### config.mk
export PLATFORM = sky130hd
export DESIGN_NAME = rscb_relay_bank
export DESIGN_NICKNAME = d
export VERILOG_FILES = /design/src/core/rscb_pkg.sv /design/src/core/rscb_estop_qual.sv /design/src/core/rscb_relay_bank.sv
export VERILOG_INCLUDE_DIRS = /design/src /design/src/core
export SDC_FILE = /design/constraint.sdc
export NUM_CORES = 1
export LEC_CHECK = 0
export BUFFER_PORTS_ARGS = -buffer_cell sky130_fd_sc_hd__buf_4
export CAP_MARGIN = 40
export CELL_PAD_IN_SITES_DETAIL_PLACEMENT = 0
export CELL_PAD_IN_SITES_GLOBAL_PLACEMENT = 1
export CORE_MARGIN = 1
export CORE_UTILIZATION = 36
export CTS_CLUSTER_DIAMETER = 60
export CTS_CLUSTER_SIZE = 25
export DETAILED_ROUTE_END_ITERATION = 10
export GPL_TIMING_DRIVEN = 0
export PLACE_DENSITY_LB_ADDON = 0.1
export SLEW_MARGIN = 25
export SYNTH_ARGS = -nofsm -noshare
export SYNTH_HDL_FRONTEND = slang
export SYNTH_SLANG_ARGS = --single-unit
### constraint.sdc
create_clock -name clk -period 1.6 [get_ports clk]
set_input_delay 0.08 -clock clk [delete_from_list [all_inputs] [get_ports clk]]
set_output_delay 0.08 -clock clk [all_outputs]
set_load 0.1 [all_outputs]
### src/core/rscb_defs.svh
// Constants for the relay switch control bank: offsets, reset values,
// timing figures. Assumes a 50 MHz core clock.
`ifndef RSCB_DEFS_SVH
`define RSCB_DEFS_SVH

`define RSCB_OFS_BANK_LOW     8'h01
`define RSCB_OFS_BANK_MID     8'h03
`define RSCB_OFS_BANK_HIGH    8'h05
`define RSCB_BANK_RESET       8'h00
`define RSCB_HIGH_USED_MASK   8'h0f
`define RSCB_CLK_PERIOD_NS    20
`define RSCB_QUAL_TIME_NS     500
// Strictly longer than 500 ns: one cycle more than the rounded-up count
`define RSCB_QUAL_CYCLES \
  (((`RSCB_QUAL_TIME_NS + `RSCB_CLK_PERIOD_NS - 1) / `RSCB_CLK_PERIOD_NS) + 1)

`endif

### src/core/rscb_pkg.sv
// Types for the relay switch control bank.
// Assumes nothing of its surroundings.
`default_nettype none

package rscb_pkg;

  typedef struct packed {
    logic       wr;
    logic       rd;
    logic [9:0] addr;
    logic [7:0] wdata;
  } rscb_req_t;

  typedef enum logic [1:0] {
    RSCB_IDLE   = 2'b00,
    RSCB_COUNT  = 2'b01,
    RSCB_ACTIVE = 2'b11
  } rscb_state_t;

endpackage

`default_nettype wire

### src/core/rscb_estop_qual.sv
// Emergency input qualifier: synchroniser, polarity select, counter.
// Assumes the contact input is asynchronous to clk.
`timescale 1ns/100ps
`include "rscb_defs.svh"
`default_nettype none

module rscb_estop_qual #(
  parameter int QUAL_CYCLES = `RSCB_QUAL_CYCLES
) (
  input  wire logic clk,
  input  wire logic rst,
  input  wire logic ce,
  input  wire logic contact_closed,
  input  wire logic contact_polarity_jumper,
  output var  logic estop_active
);

  logic                    sync1_reg;
  logic                    sync2_reg;
  logic [15:0]             cnt_reg;
  rscb_pkg::rscb_state_t   state_reg;
  rscb_pkg::rscb_state_t   state_next;
  logic                    tripped;
  logic                    expired;

  // Jumper absent: closed contact is the emergency; fitted: open contact
  assign tripped = contact_polarity_jumper ? ~sync2_reg : sync2_reg;
  assign expired = (cnt_reg >= 16'(QUAL_CYCLES - 1));

  always_ff @(posedge clk) begin
    if (rst) begin
      sync1_reg <= 1'b0;
      sync2_reg <= 1'b0;
    end else if (ce) begin
      sync1_reg <= contact_closed;
      sync2_reg <= sync1_reg;
    end
  end

  always_comb begin
    case (state_reg)
      rscb_pkg::RSCB_IDLE:   state_next = tripped ? rscb_pkg::RSCB_COUNT
                                                  : rscb_pkg::RSCB_IDLE;
      rscb_pkg::RSCB_COUNT:  state_next = !tripped ? rscb_pkg::RSCB_IDLE
                                        : expired ? rscb_pkg::RSCB_ACTIVE
                                                  : rscb_pkg::RSCB_COUNT;
      rscb_pkg::RSCB_ACTIVE: state_next = tripped ? rscb_pkg::RSCB_ACTIVE
                                                  : rscb_pkg::RSCB_IDLE;
      default:               state_next = rscb_pkg::RSCB_IDLE;
    endcase
  end

  always_ff @(posedge clk) begin
    if (rst) begin
      state_reg <= rscb_pkg::RSCB_IDLE;
      cnt_reg   <= 16'h0000;
    end else if (ce) begin
      state_reg <= state_next;
      // Counter restarts on any return to the normal level
      cnt_reg   <= (state_next == rscb_pkg::RSCB_COUNT &&
                    state_reg == rscb_pkg::RSCB_COUNT) ? cnt_reg + 16'h0001
                                                       : 16'h0000;
    end
  end

  assign estop_active = (state_reg == rscb_pkg::RSCB_ACTIVE);

endmodule // rscb_estop_qual

`default_nettype wire

### src/core/rscb_relay_bank.sv
// Relay switch control bank: three byte-wide relay control registers,
// inverted read-back, emergency open with local or global scope.
// Assumes synchronous byte accesses on a 10-bit module window offset.
//
// Overview of operation
// - Register k bit b drives channel 8k+b
// - Written one closes relay, zero opens
// - Reads return one's complement of written value
// - Emergency opens all relays by hardware
// - Relays stay open after emergency clears
// - Normally-open: closed over 500 ns trips
// - Normally-closed (jumper fitted): open over 500 ns
// - No polarity jumper means normally-open
// - Scope jumper fitted: propagate reset globally
// - No scope jumper: reset only this module
// - Ignore commands while emergency stays active
// - Accept commands again after emergency clears
// - One write updates its channels together
// - Registers at offsets one, three, five
`timescale 1ns/100ps
`include "rscb_defs.svh"
`default_nettype none

module rscb_relay_bank #(
  parameter int CHANNELS    = 20,
  parameter int QUAL_CYCLES = `RSCB_QUAL_CYCLES
) (
  input  wire logic                  clk,
  input  wire logic                  rst,
  input  wire logic                  ce,
  input  wire rscb_pkg::rscb_req_t   req,
  output var  logic [7:0]            rdata,
  output var  logic                  rdata_valid,
  input  wire logic                  contact_closed,
  input  wire logic                  contact_polarity_jumper,
  input  wire logic                  reset_scope_jumper,
  input  wire logic                  global_reset_in,
  output var  logic                  global_reset_out,
  output var  logic [CHANNELS-1:0]   relay_close
);

  function automatic logic [1:0] bank_sel(input logic [9:0] a);
    case (a[7:0])
      `RSCB_OFS_BANK_LOW:  bank_sel = 2'd0;
      `RSCB_OFS_BANK_MID:  bank_sel = 2'd1;
      `RSCB_OFS_BANK_HIGH: bank_sel = 2'd2;
      default:             bank_sel = 2'd3;
    endcase
  endfunction

  logic [7:0]  relay_bank_low_reg;
  logic [7:0]  relay_bank_mid_reg;
  logic [7:0]  relay_bank_high_reg;
  logic [7:0]  rdata_next;
  logic [1:0]  sel;
  logic        hit;
  logic        estop_local;
  logic        estop_any;
  logic        wr_ok;

  rscb_estop_qual #(
    .QUAL_CYCLES (QUAL_CYCLES)
  ) u_qual (
    .clk                     (clk),
    .rst                     (rst),
    .ce                      (ce),
    .contact_closed          (contact_closed),
    .contact_polarity_jumper (contact_polarity_jumper),
    .estop_active            (estop_local)
  );

  ////////////////////////////////////////////////////////////////////////
  // Decode and emergency scope

  assign sel = bank_sel(req.addr);
  assign hit = (req.addr[9:8] == 2'b00) && (sel != 2'd3);
  // Global bus reset from other modules always acts; ours drives it only
  // when the scope jumper is fitted
  assign global_reset_out = estop_local & reset_scope_jumper;
  assign estop_any = estop_local | global_reset_in;
  assign wr_ok = req.wr & hit & ~estop_any;

  ////////////////////////////////////////////////////////////////////////
  // Control registers

  always_ff @(posedge clk) begin
    if (rst) begin
      relay_bank_low_reg  <= `RSCB_BANK_RESET;
      relay_bank_mid_reg  <= `RSCB_BANK_RESET;
      relay_bank_high_reg <= `RSCB_BANK_RESET;
    end else if (ce) begin
      if (estop_any) begin
        // Cleared, so relays stay open after release
        relay_bank_low_reg  <= `RSCB_BANK_RESET;
        relay_bank_mid_reg  <= `RSCB_BANK_RESET;
        relay_bank_high_reg <= `RSCB_BANK_RESET;
      end else if (wr_ok) begin
        // Whole byte written at once
        case (sel)
          2'd0:    relay_bank_low_reg  <= req.wdata;
          2'd1:    relay_bank_mid_reg  <= req.wdata;
          2'd2:    relay_bank_high_reg <= req.wdata;
          default: relay_bank_low_reg  <= relay_bank_low_reg;
        endcase
      end
    end
  end

  ////////////////////////////////////////////////////////////////////////
  // Read-back, inverted

  always_comb begin
    case (sel)
      2'd0:    rdata_next = ~relay_bank_low_reg;
      2'd1:    rdata_next = ~relay_bank_mid_reg;
      2'd2:    rdata_next = ~relay_bank_high_reg;
      default: rdata_next = 8'hff;
    endcase
  end

  always_ff @(posedge clk) begin
    if (rst) begin
      rdata       <= 8'h00;
      rdata_valid <= 1'b0;
    end else if (ce) begin
      rdata_valid <= req.rd & hit;
      if (req.rd & hit) begin
        rdata <= rdata_next;
      end
    end
  end

  ////////////////////////////////////////////////////////////////////////
  // Relay drive, forced open by hardware during an emergency

  logic [23:0] bank_all;
  assign bank_all = {relay_bank_high_reg & `RSCB_HIGH_USED_MASK,
                     relay_bank_mid_reg, relay_bank_low_reg};
  assign relay_close = estop_any ? '0 : bank_all[CHANNELS-1:0];

endmodule // rscb_relay_bank

`default_nettype wire

==> metrics.txt, run 1 <==
status finished, violations left; violated checks negative setup slack; Worst-path clk slew ~0.10 ns; vias in the first global route 2201; Period Utilization, post-route 1.066; wire per inst around 14 um; cell count after synthesis 279; vias per std cell around 5.0; die width approximately 86 um; Worst Setup End Kind flip-flop; Synth cell types 43; critical path cell sequence or4_4 > nand4b_4 > o32a_4 > buf_12 > nor2_4; pins over their slew limit 0; CP arrival around 2.0 ns; dominant cells by area after synthesis dfxtp_1 42%, o2bb2ai_1 5.5%, and2_1 4.9%; GRT Util Overall 0.1861; worst hold slack ~0.018 ns; CP max FO 10; global-route wire length before repair between 10000 and 15000 um; async set-or-reset flop fraction in the synthesized netlist 0; nets@finish 380; Syn Area/Cell ~9.1 um^2; EDFF count, synth 0; filler cell count around 660; most common cell in the netlist dfxtp_1; main combinational cell family by area after synthesis simple AND/OR/NAND/NOR gates; number of max-cap violations 0; post-synthesis sequential area ratio 0.4179; detailed placer's ending HPWL between 4000 and 5000 um; crit-path leading delay family simple AND/OR/NAND/NOR gates; RePlAce Congestion 0.8236; XOR/XNOR Fraction of Synth Area 0.03795; DRC viols 0; cell accounting for the most synthesized area dfxtp_1; largest net degree at the start of global routing 17; Slew Limit Headroom 0.6198; Num CTS Buffers 5; clock root cell clkbuf_8; Power Density 688.7 nW/um^2; vias between 2k and 2.5k; gr ovfl total 0; # IOs 57; die area 7392 um^2; setup tns final -1.384 ns; port bufs 56; top post-synthesis cells by count 53 x dfxtp_1, 27 x nor2_1, 20 x and2_1; Max Fclk around 590 MHz; final setup fails 16; met2 wire len ~3200 um; FF+latch count, synth 53; final WL 6469 um; Crit-path slowest cell or4_4; Critical Path RT 1.84 ns; Post-Synth Adder-Cell Area 0.01479; Synth Area in Compound Gates 0.1365; Hold Fails Final Rpt 0; Largest stage delay, worst path ~0.5 ns; Highest Signal Layer met4; worst vdd ir around 450 uV; Initial Utilization 0.3737; Area growth syn-to-layout 35.88%; Max Root-Sink Buffers 2; final worst slack -0.1058 ns; Die Y-Extent 85.98 um; Lkg Pwr about 0.0014 uW; worst path bufs/invs 1; Routed met1 length 2965 um; Std-Cell Core Area ~6800 um^2; TritonCTS clock tree yes; WS Path Type reg2reg; clock sink count 53; initial antenna violation count 0; Synth top area share 0.4179; H-Tree Depth 2; Net Count, Synth 309; Largest register FFs 16; mux cell area share after synthesis 0.07886; Tmin final approximately 1.7 ns; ANT nets after route 0; Hold Crit Class in2reg; Worst-Skew Late Latency 0.30 ns; startpoint types flip-flop; ANT cells 0; Primary FF master, synth dfxtp_1; Worst Skew between 0.003 and 0.004 ns; met3 wire len around 260 um; post-synthesis simple-gate area fraction 0.2760; measured slew at the worst slew-check pin 0.5703 ns; RSZ-0062 raised after global routing yes; Syn Std Cell Area ~2500 um^2; Ys Warns 0; proportion of layout cells with a drive suffix above 1 0.3875; Core Rows 30; DR pass1 iterations 5; initial DRC count 84
==> cell type report <==
| type | instances | area, um^2 | area share |
|---|---|---|---|
| inverters | 8 | 30.03 | 0.008705 |
| multi-input cells | 204 | 1458 | 0.4226 |
| flip-flops and latches | 53 | 1069 | 0.3098 |
| well taps | 96 | 120.1 | 0.03482 |
| repair buffers | 64 | 585.6 | 0.1697 |
| clock inverters | 2 | 13.76 | 0.003990 |
| clock buffers | 6 | 82.58 | 0.02394 |
| plain buffers | 14 | 91.34 | 0.02648 |
==> cells by family (layout without fill, tap and decap cells) <==
| family | Yosys count | count (layout) |
|---|---|---|
| AND/OR/NAND/NOR | 124 | 124 |
| multiplexers | 19 | 19 |
| buffers and inverters | 22 | 94 |
| adder cells (fa/ha/maj) | 3 | 3 |
| flip-flops | 53 | 53 |
| AO/OA/AOI/OAI | 47 | 47 |
| XOR/XNOR | 11 | 11 |
==> worst reg2reg max path: stages (launching register included) <==
cell and delay, ns:
dfxtp_4 0.35, or4_4 0.51, nand4b_4 0.18, o32a_4 0.36, buf_12 0.16, nor2_4 0.10
==> metrics by stage <==
stage                     std cells  setup slack [ns]  cell area, um^2    util  power, uW
after floorplan                 279          -0.07357             2565       -       1482
final                           447           -0.1058             3450  0.5077       2376
after global placement          431           -0.2888             3105  0.4571       1587
after detailed placement        431           -0.2592             3105  0.4571       1586
after global routing            447           -0.1476             3450  0.5077       2483
after CTS                       443           -0.1644             3366  0.4954       2394
==> final timing paths <==
kind,startpoint,end,slack (ns),cells past startpoint
hold / removal,contact_closed,u_qual.sync1_reg,0.02,3
hold reg to reg,relay_bank_high_reg[7],relay_bank_high_reg[7],0.47,1
setup reg to reg,u_qual.cnt_reg[11],u_qual.cnt_reg[10],-0.11,5
setup / recovery,u_qual.cnt_reg[11],u_qual.cnt_reg[10],-0.11,5
==> repair_timing <==
action / 4_1_cts / 5_1_grt
pin swaps: 1 / 6
setup endpoints to repair: 52 / 54
hold buffers: 0 / 0
gates resized for setup: 35 / 16
gates cloned: 0 / 0
buffers inserted: 4 / 4
==> routing by layer <==
| metal | track usage | vias up |
|---|---|---|
| met1 | 0.2328 | 1046 |
| li1 | - | 1145 |
| met4 | 0.05606 | 0 |
| met5 | 0 | - |
| met3 | 0.03465 | 6 |
| met2 | 0.3240 | 57 |
==> report_power, final <==
part           switching, uW  internal (uW)
combinational            135            107
clock                    449            352
sequential              9.45           1320
==> cells in the final DEF, fill, tap and decap left out, drive strengths merged, types with 2 or more instances in the layout <==
master / instances
a21oi: 13
mux2: 8
xor2: 4
clkbuf: 15
and3: 2
nand2b: 3
inv: 8
xnor2: 7
nand3: 12
nand4: 15
nor2: 37
mux2i: 11
ha: 3
buf: 69
and2: 20
or4: 2
nand2: 15
a31oi: 2
dfxtp: 53
clkinv: 2
o2bb2ai: 16
nor3: 4
o21ai: 2
nor4: 6
o22ai: 8
or4b: 2
No activity file was read; power rests on OpenSTA's default activity.
==> run 2, diff against run 1 <==
--- a/config.mk
+++ b/config.mk
@@ -6,16 +6,18 @@
 export SDC_FILE = /design/constraint.sdc
 export NUM_CORES = 1
 export LEC_CHECK = 0
+export ABC_AREA = 1
 export BUFFER_PORTS_ARGS = -buffer_cell sky130_fd_sc_hd__buf_4
 export CAP_MARGIN = 40
 export CELL_PAD_IN_SITES_DETAIL_PLACEMENT = 0
 export CELL_PAD_IN_SITES_GLOBAL_PLACEMENT = 1
 export CORE_MARGIN = 1
-export CORE_UTILIZATION = 36
+export CORE_UTILIZATION = 35
 export CTS_CLUSTER_DIAMETER = 60
 export CTS_CLUSTER_SIZE = 25
 export DETAILED_ROUTE_END_ITERATION = 10
 export GPL_TIMING_DRIVEN = 0
+export HOLD_SLACK_MARGIN = 0.02
 export PLACE_DENSITY_LB_ADDON = 0.1
 export SLEW_MARGIN = 25
 export SYNTH_ARGS = -nofsm -noshare
==> run 2 against run 1 <==
The flow still finishes with violations (negative setup slack). Wire length up 12%. Worst hold slack better by 0.10 ns. Synthesized area up 8.6%. Critical path depth up 3. Register-to-register slack better by 0.23 ns. Non-clock buffer count up 2. Core utilization up 0.69 points. Count of clock-buffer cells in the layout down 1. Sequential power up 5%. Via count up 14%. Sequential share of layout area down 4.1 points. Fmax up 2.8%. Largest cell class unchanged.
==> metrics.txt, run 2 <==
clock share of power 0.289; nets@finish about 490; Reg area 1064 um^2; async set-or-reset flop fraction in the synthesized netlist 0; Die Y-Extent slightly above 90 um; crit path to relay_close[5]; vias roughly 2.6k; final setup fails 10; final worst slack -0.05883 ns; Power Density roughly 710 nW/um^2; Crit-path slowest cell dfxtp_2; RePlAce Congestion 0.7857; Hold Fails Final Rpt 0; Slew Limit Headroom 0.6812; CP dominant cell by count nor2_4; crit path launch u_qual.state_reg[0]; Syn Area/Cell just over 7 um^2; top post-synthesis cells by count 93 x nor2_1, 72 x nand2_1, 53 x dfxtp_1, 53 x inv_1, 20 x nand3_1; part of the power in combinational logic 0.216; CP arrival ~1.6 ns; Largest stage delay, worst path 0.35 ns; die width ~91 um; Largest register FFs 16; worst path bufs/invs 5; Worst-path clk slew 0.11 ns; Syn Std Cell Area 2758 um^2; Core Rows 32; Reg power frac 0.495; startpoint types flip-flop; measured slew at the worst slew-check pin between 0.4 and 0.5 ns; critical path cell sequence nand2_2 > inv_2 > nor2_4 > buf_8 > inv_6 > clkbuf_16 > nor2_4 > buf_12; Sw Share 0.3169; largest net degree at the start of global routing 19; area of the multi-input gates approximately 1500 um^2; Period Utilization, post-route 1.037; Max Root-Sink Buffers 2; initial antenna violation count 0; vias in the first global route ~2.5k; pins over their slew limit 0; cell internal pwr ~1900 uW; ANT nets after route 0; port bufs 56; Critical R2R Capture relay_bank_mid_reg[4]; Initial Utilization 0.3587; cell count after synthesis 389; detailed placer's ending HPWL roughly 5100 um; vias per std cell around 4.6; final std cells w/o fill approximately 560; RSZ-0062 raised after global routing yes; ANT cells 0; clock root cell clkbuf_8; global-route wire length before repair roughly 12000 um; H-Tree Depth 2; violated checks negative setup slack; Max Fclk approximately 600 MHz; number of instances in the placed design 547; dominant cells by area after synthesis dfxtp_1 38%, nor2_1 13%, nand2_1 9.8%; R2R depth 10; FF+latch count, synth 53; gr ovfl total 0; wire per inst 12.90 um; # IOs 57; GRT Util Overall 0.1834; EDFF count, synth 0; proportion of layout cells with a drive suffix above 1 0.3182; status finished, violations left; filler cell count a little under 800; WS Path Type reg2out; Worst R2R Start u_qual.state_reg[0]; Worst Setup End Kind output pin; cell accounting for the most synthesized area dfxtp_1; Total Power between 2000 and 3000 uW; initial DRC count around 130; commonest non-fill, non-tap cells in the layout 72 x nor2_1, 70 x nand2_1, 51 x inv_1, 51 x dfxtp_1, 42 x buf_4; post-synthesis sequential area ratio 0.3848; TritonCTS clock tree yes; FF-to-FF setup slack 0.12 ns; Primary FF master, synth dfxtp_1; clock sink count between 50 and 60; Crit path depth 8; worst vdd ir 392.9 uV; Synth top area share 0.3848; DRC viols 0; number of max-cap violations 0; crit-path leading delay family buffers and inverters; Critical Path RT 1.52 ns; final WL ~7300 um; Std-Cell Core Area 7687 um^2; Worst Skew around 0.011 ns; Area growth syn-to-layout 43.47%; Synth cell types 33; DR pass1 iterations 4; Ys Warns 0; Hold Crit Class in2reg; Tmin final 1.659 ns; CP max FO 5; most common cell after layout, fill and taps aside nor2_1; setup tns final -0.1799 ns; worst hold slack approximately 0.12 ns; Num CTS Buffers 5; Worst-Skew Late Latency about 0.32 ns; most common cell in the netlist nor2_1; Net Count, Synth about 420; Net Switching 887.5 uW; Lkg Pwr ~0.0018 uW; die area between 8000 and 9000 um^2
## run 2: metal layers
metal,vias to the layer above,share of wire,global-route usage
met1,1151,0.45,0.2265
met3,12,0.038,0.02946
met2,64,0.49,0.3176
li1,1345,-,-
met5,-,0,0
met4,0,0.022,0.06989
## run 2: how the worst min path moves through the flow
stage	from	end	slack, ns	cells after the start
2_1_floorplan	rst	u_qual.cnt_reg[12]	0.16	1
3_3_place_gp	rst	u_qual.cnt_reg[12]	0.29	2
3_5_place_dp	rst	u_qual.cnt_reg[5]	0.29	2
4_1_cts	ce	u_qual.cnt_reg[0]	0.11	4
5_1_grt	ce	u_qual.cnt_reg[0]	0.14	4
6_report	ce	u_qual.cnt_reg[0]	0.12	4
## run 2: per-stage QoR
stage	cell area, um^2	util	worst slack (ns)
CTS	3923	0.5103	-0.05108
finish	3956	0.5146	-0.05883
global placement	3507	0.4562	-0.02393
global route	3956	0.5146	-0.1107
detailed placement	3507	0.4562	-0.03249
floorplan	2959	-	0.005796
## run 2: final cells by class
cell class | count | share of cell area
Clock inverter | 3 | 0.006325
Inverter | 57 | 0.05534
Sequential cell | 53 | 0.2688
Multi-Input combinational cell | 264 | 0.3852
Buffer | 15 | 0.04428
Timing Repair Buffer | 65 | 0.1904
Clock buffer | 5 | 0.01739
Tap cell | 102 | 0.03226
## run 2: repair_timing
item	CTS	global route
gates resized for setup	63	4
setup endpoints to repair	20	28
hold buffers	2	0
cloned	1	1
endpoints found under the hold margin	4	0
pin swaps	6	2
buffers inserted	4	1
## run 2: power groups by stage
stage | Combinational [uW] | Clock, uW | Sequential (uW)
after floorplan | 398 | 0 | 1410
after global placement | 534 | 0 | 1420
after detailed placement | 536 | 0 | 1420
after CTS | 601 | 833 | 1390
after global routing | 650 | 882 | 1390
final | 605 | 809 | 1390
## run 2: kinds of logic (layout without fill, tap and decap cells)
group	count (synthesis)	in the layout	share of synthesized area
buf+inv	72	145	0.1243
xor+xnor	2	2	0.006353
simple gates	220	220	0.3793
fa+ha+maj	3	3	0.01361
flops	53	53	0.3848
compound gates	39	39	0.09166
## run 2: worst register-to-register path, stage by stage, from the launching register on
cell	delay, ns
dfxtp_2	0.35
nand2_2	0.07
inv_2	0.05
nor2_4	0.11
buf_8	0.13
buf_4	0.20
nand2_8	0.12
buf_8	0.16
nand3_1	0.07
nand2_1	0.05
nor2_1	0.11
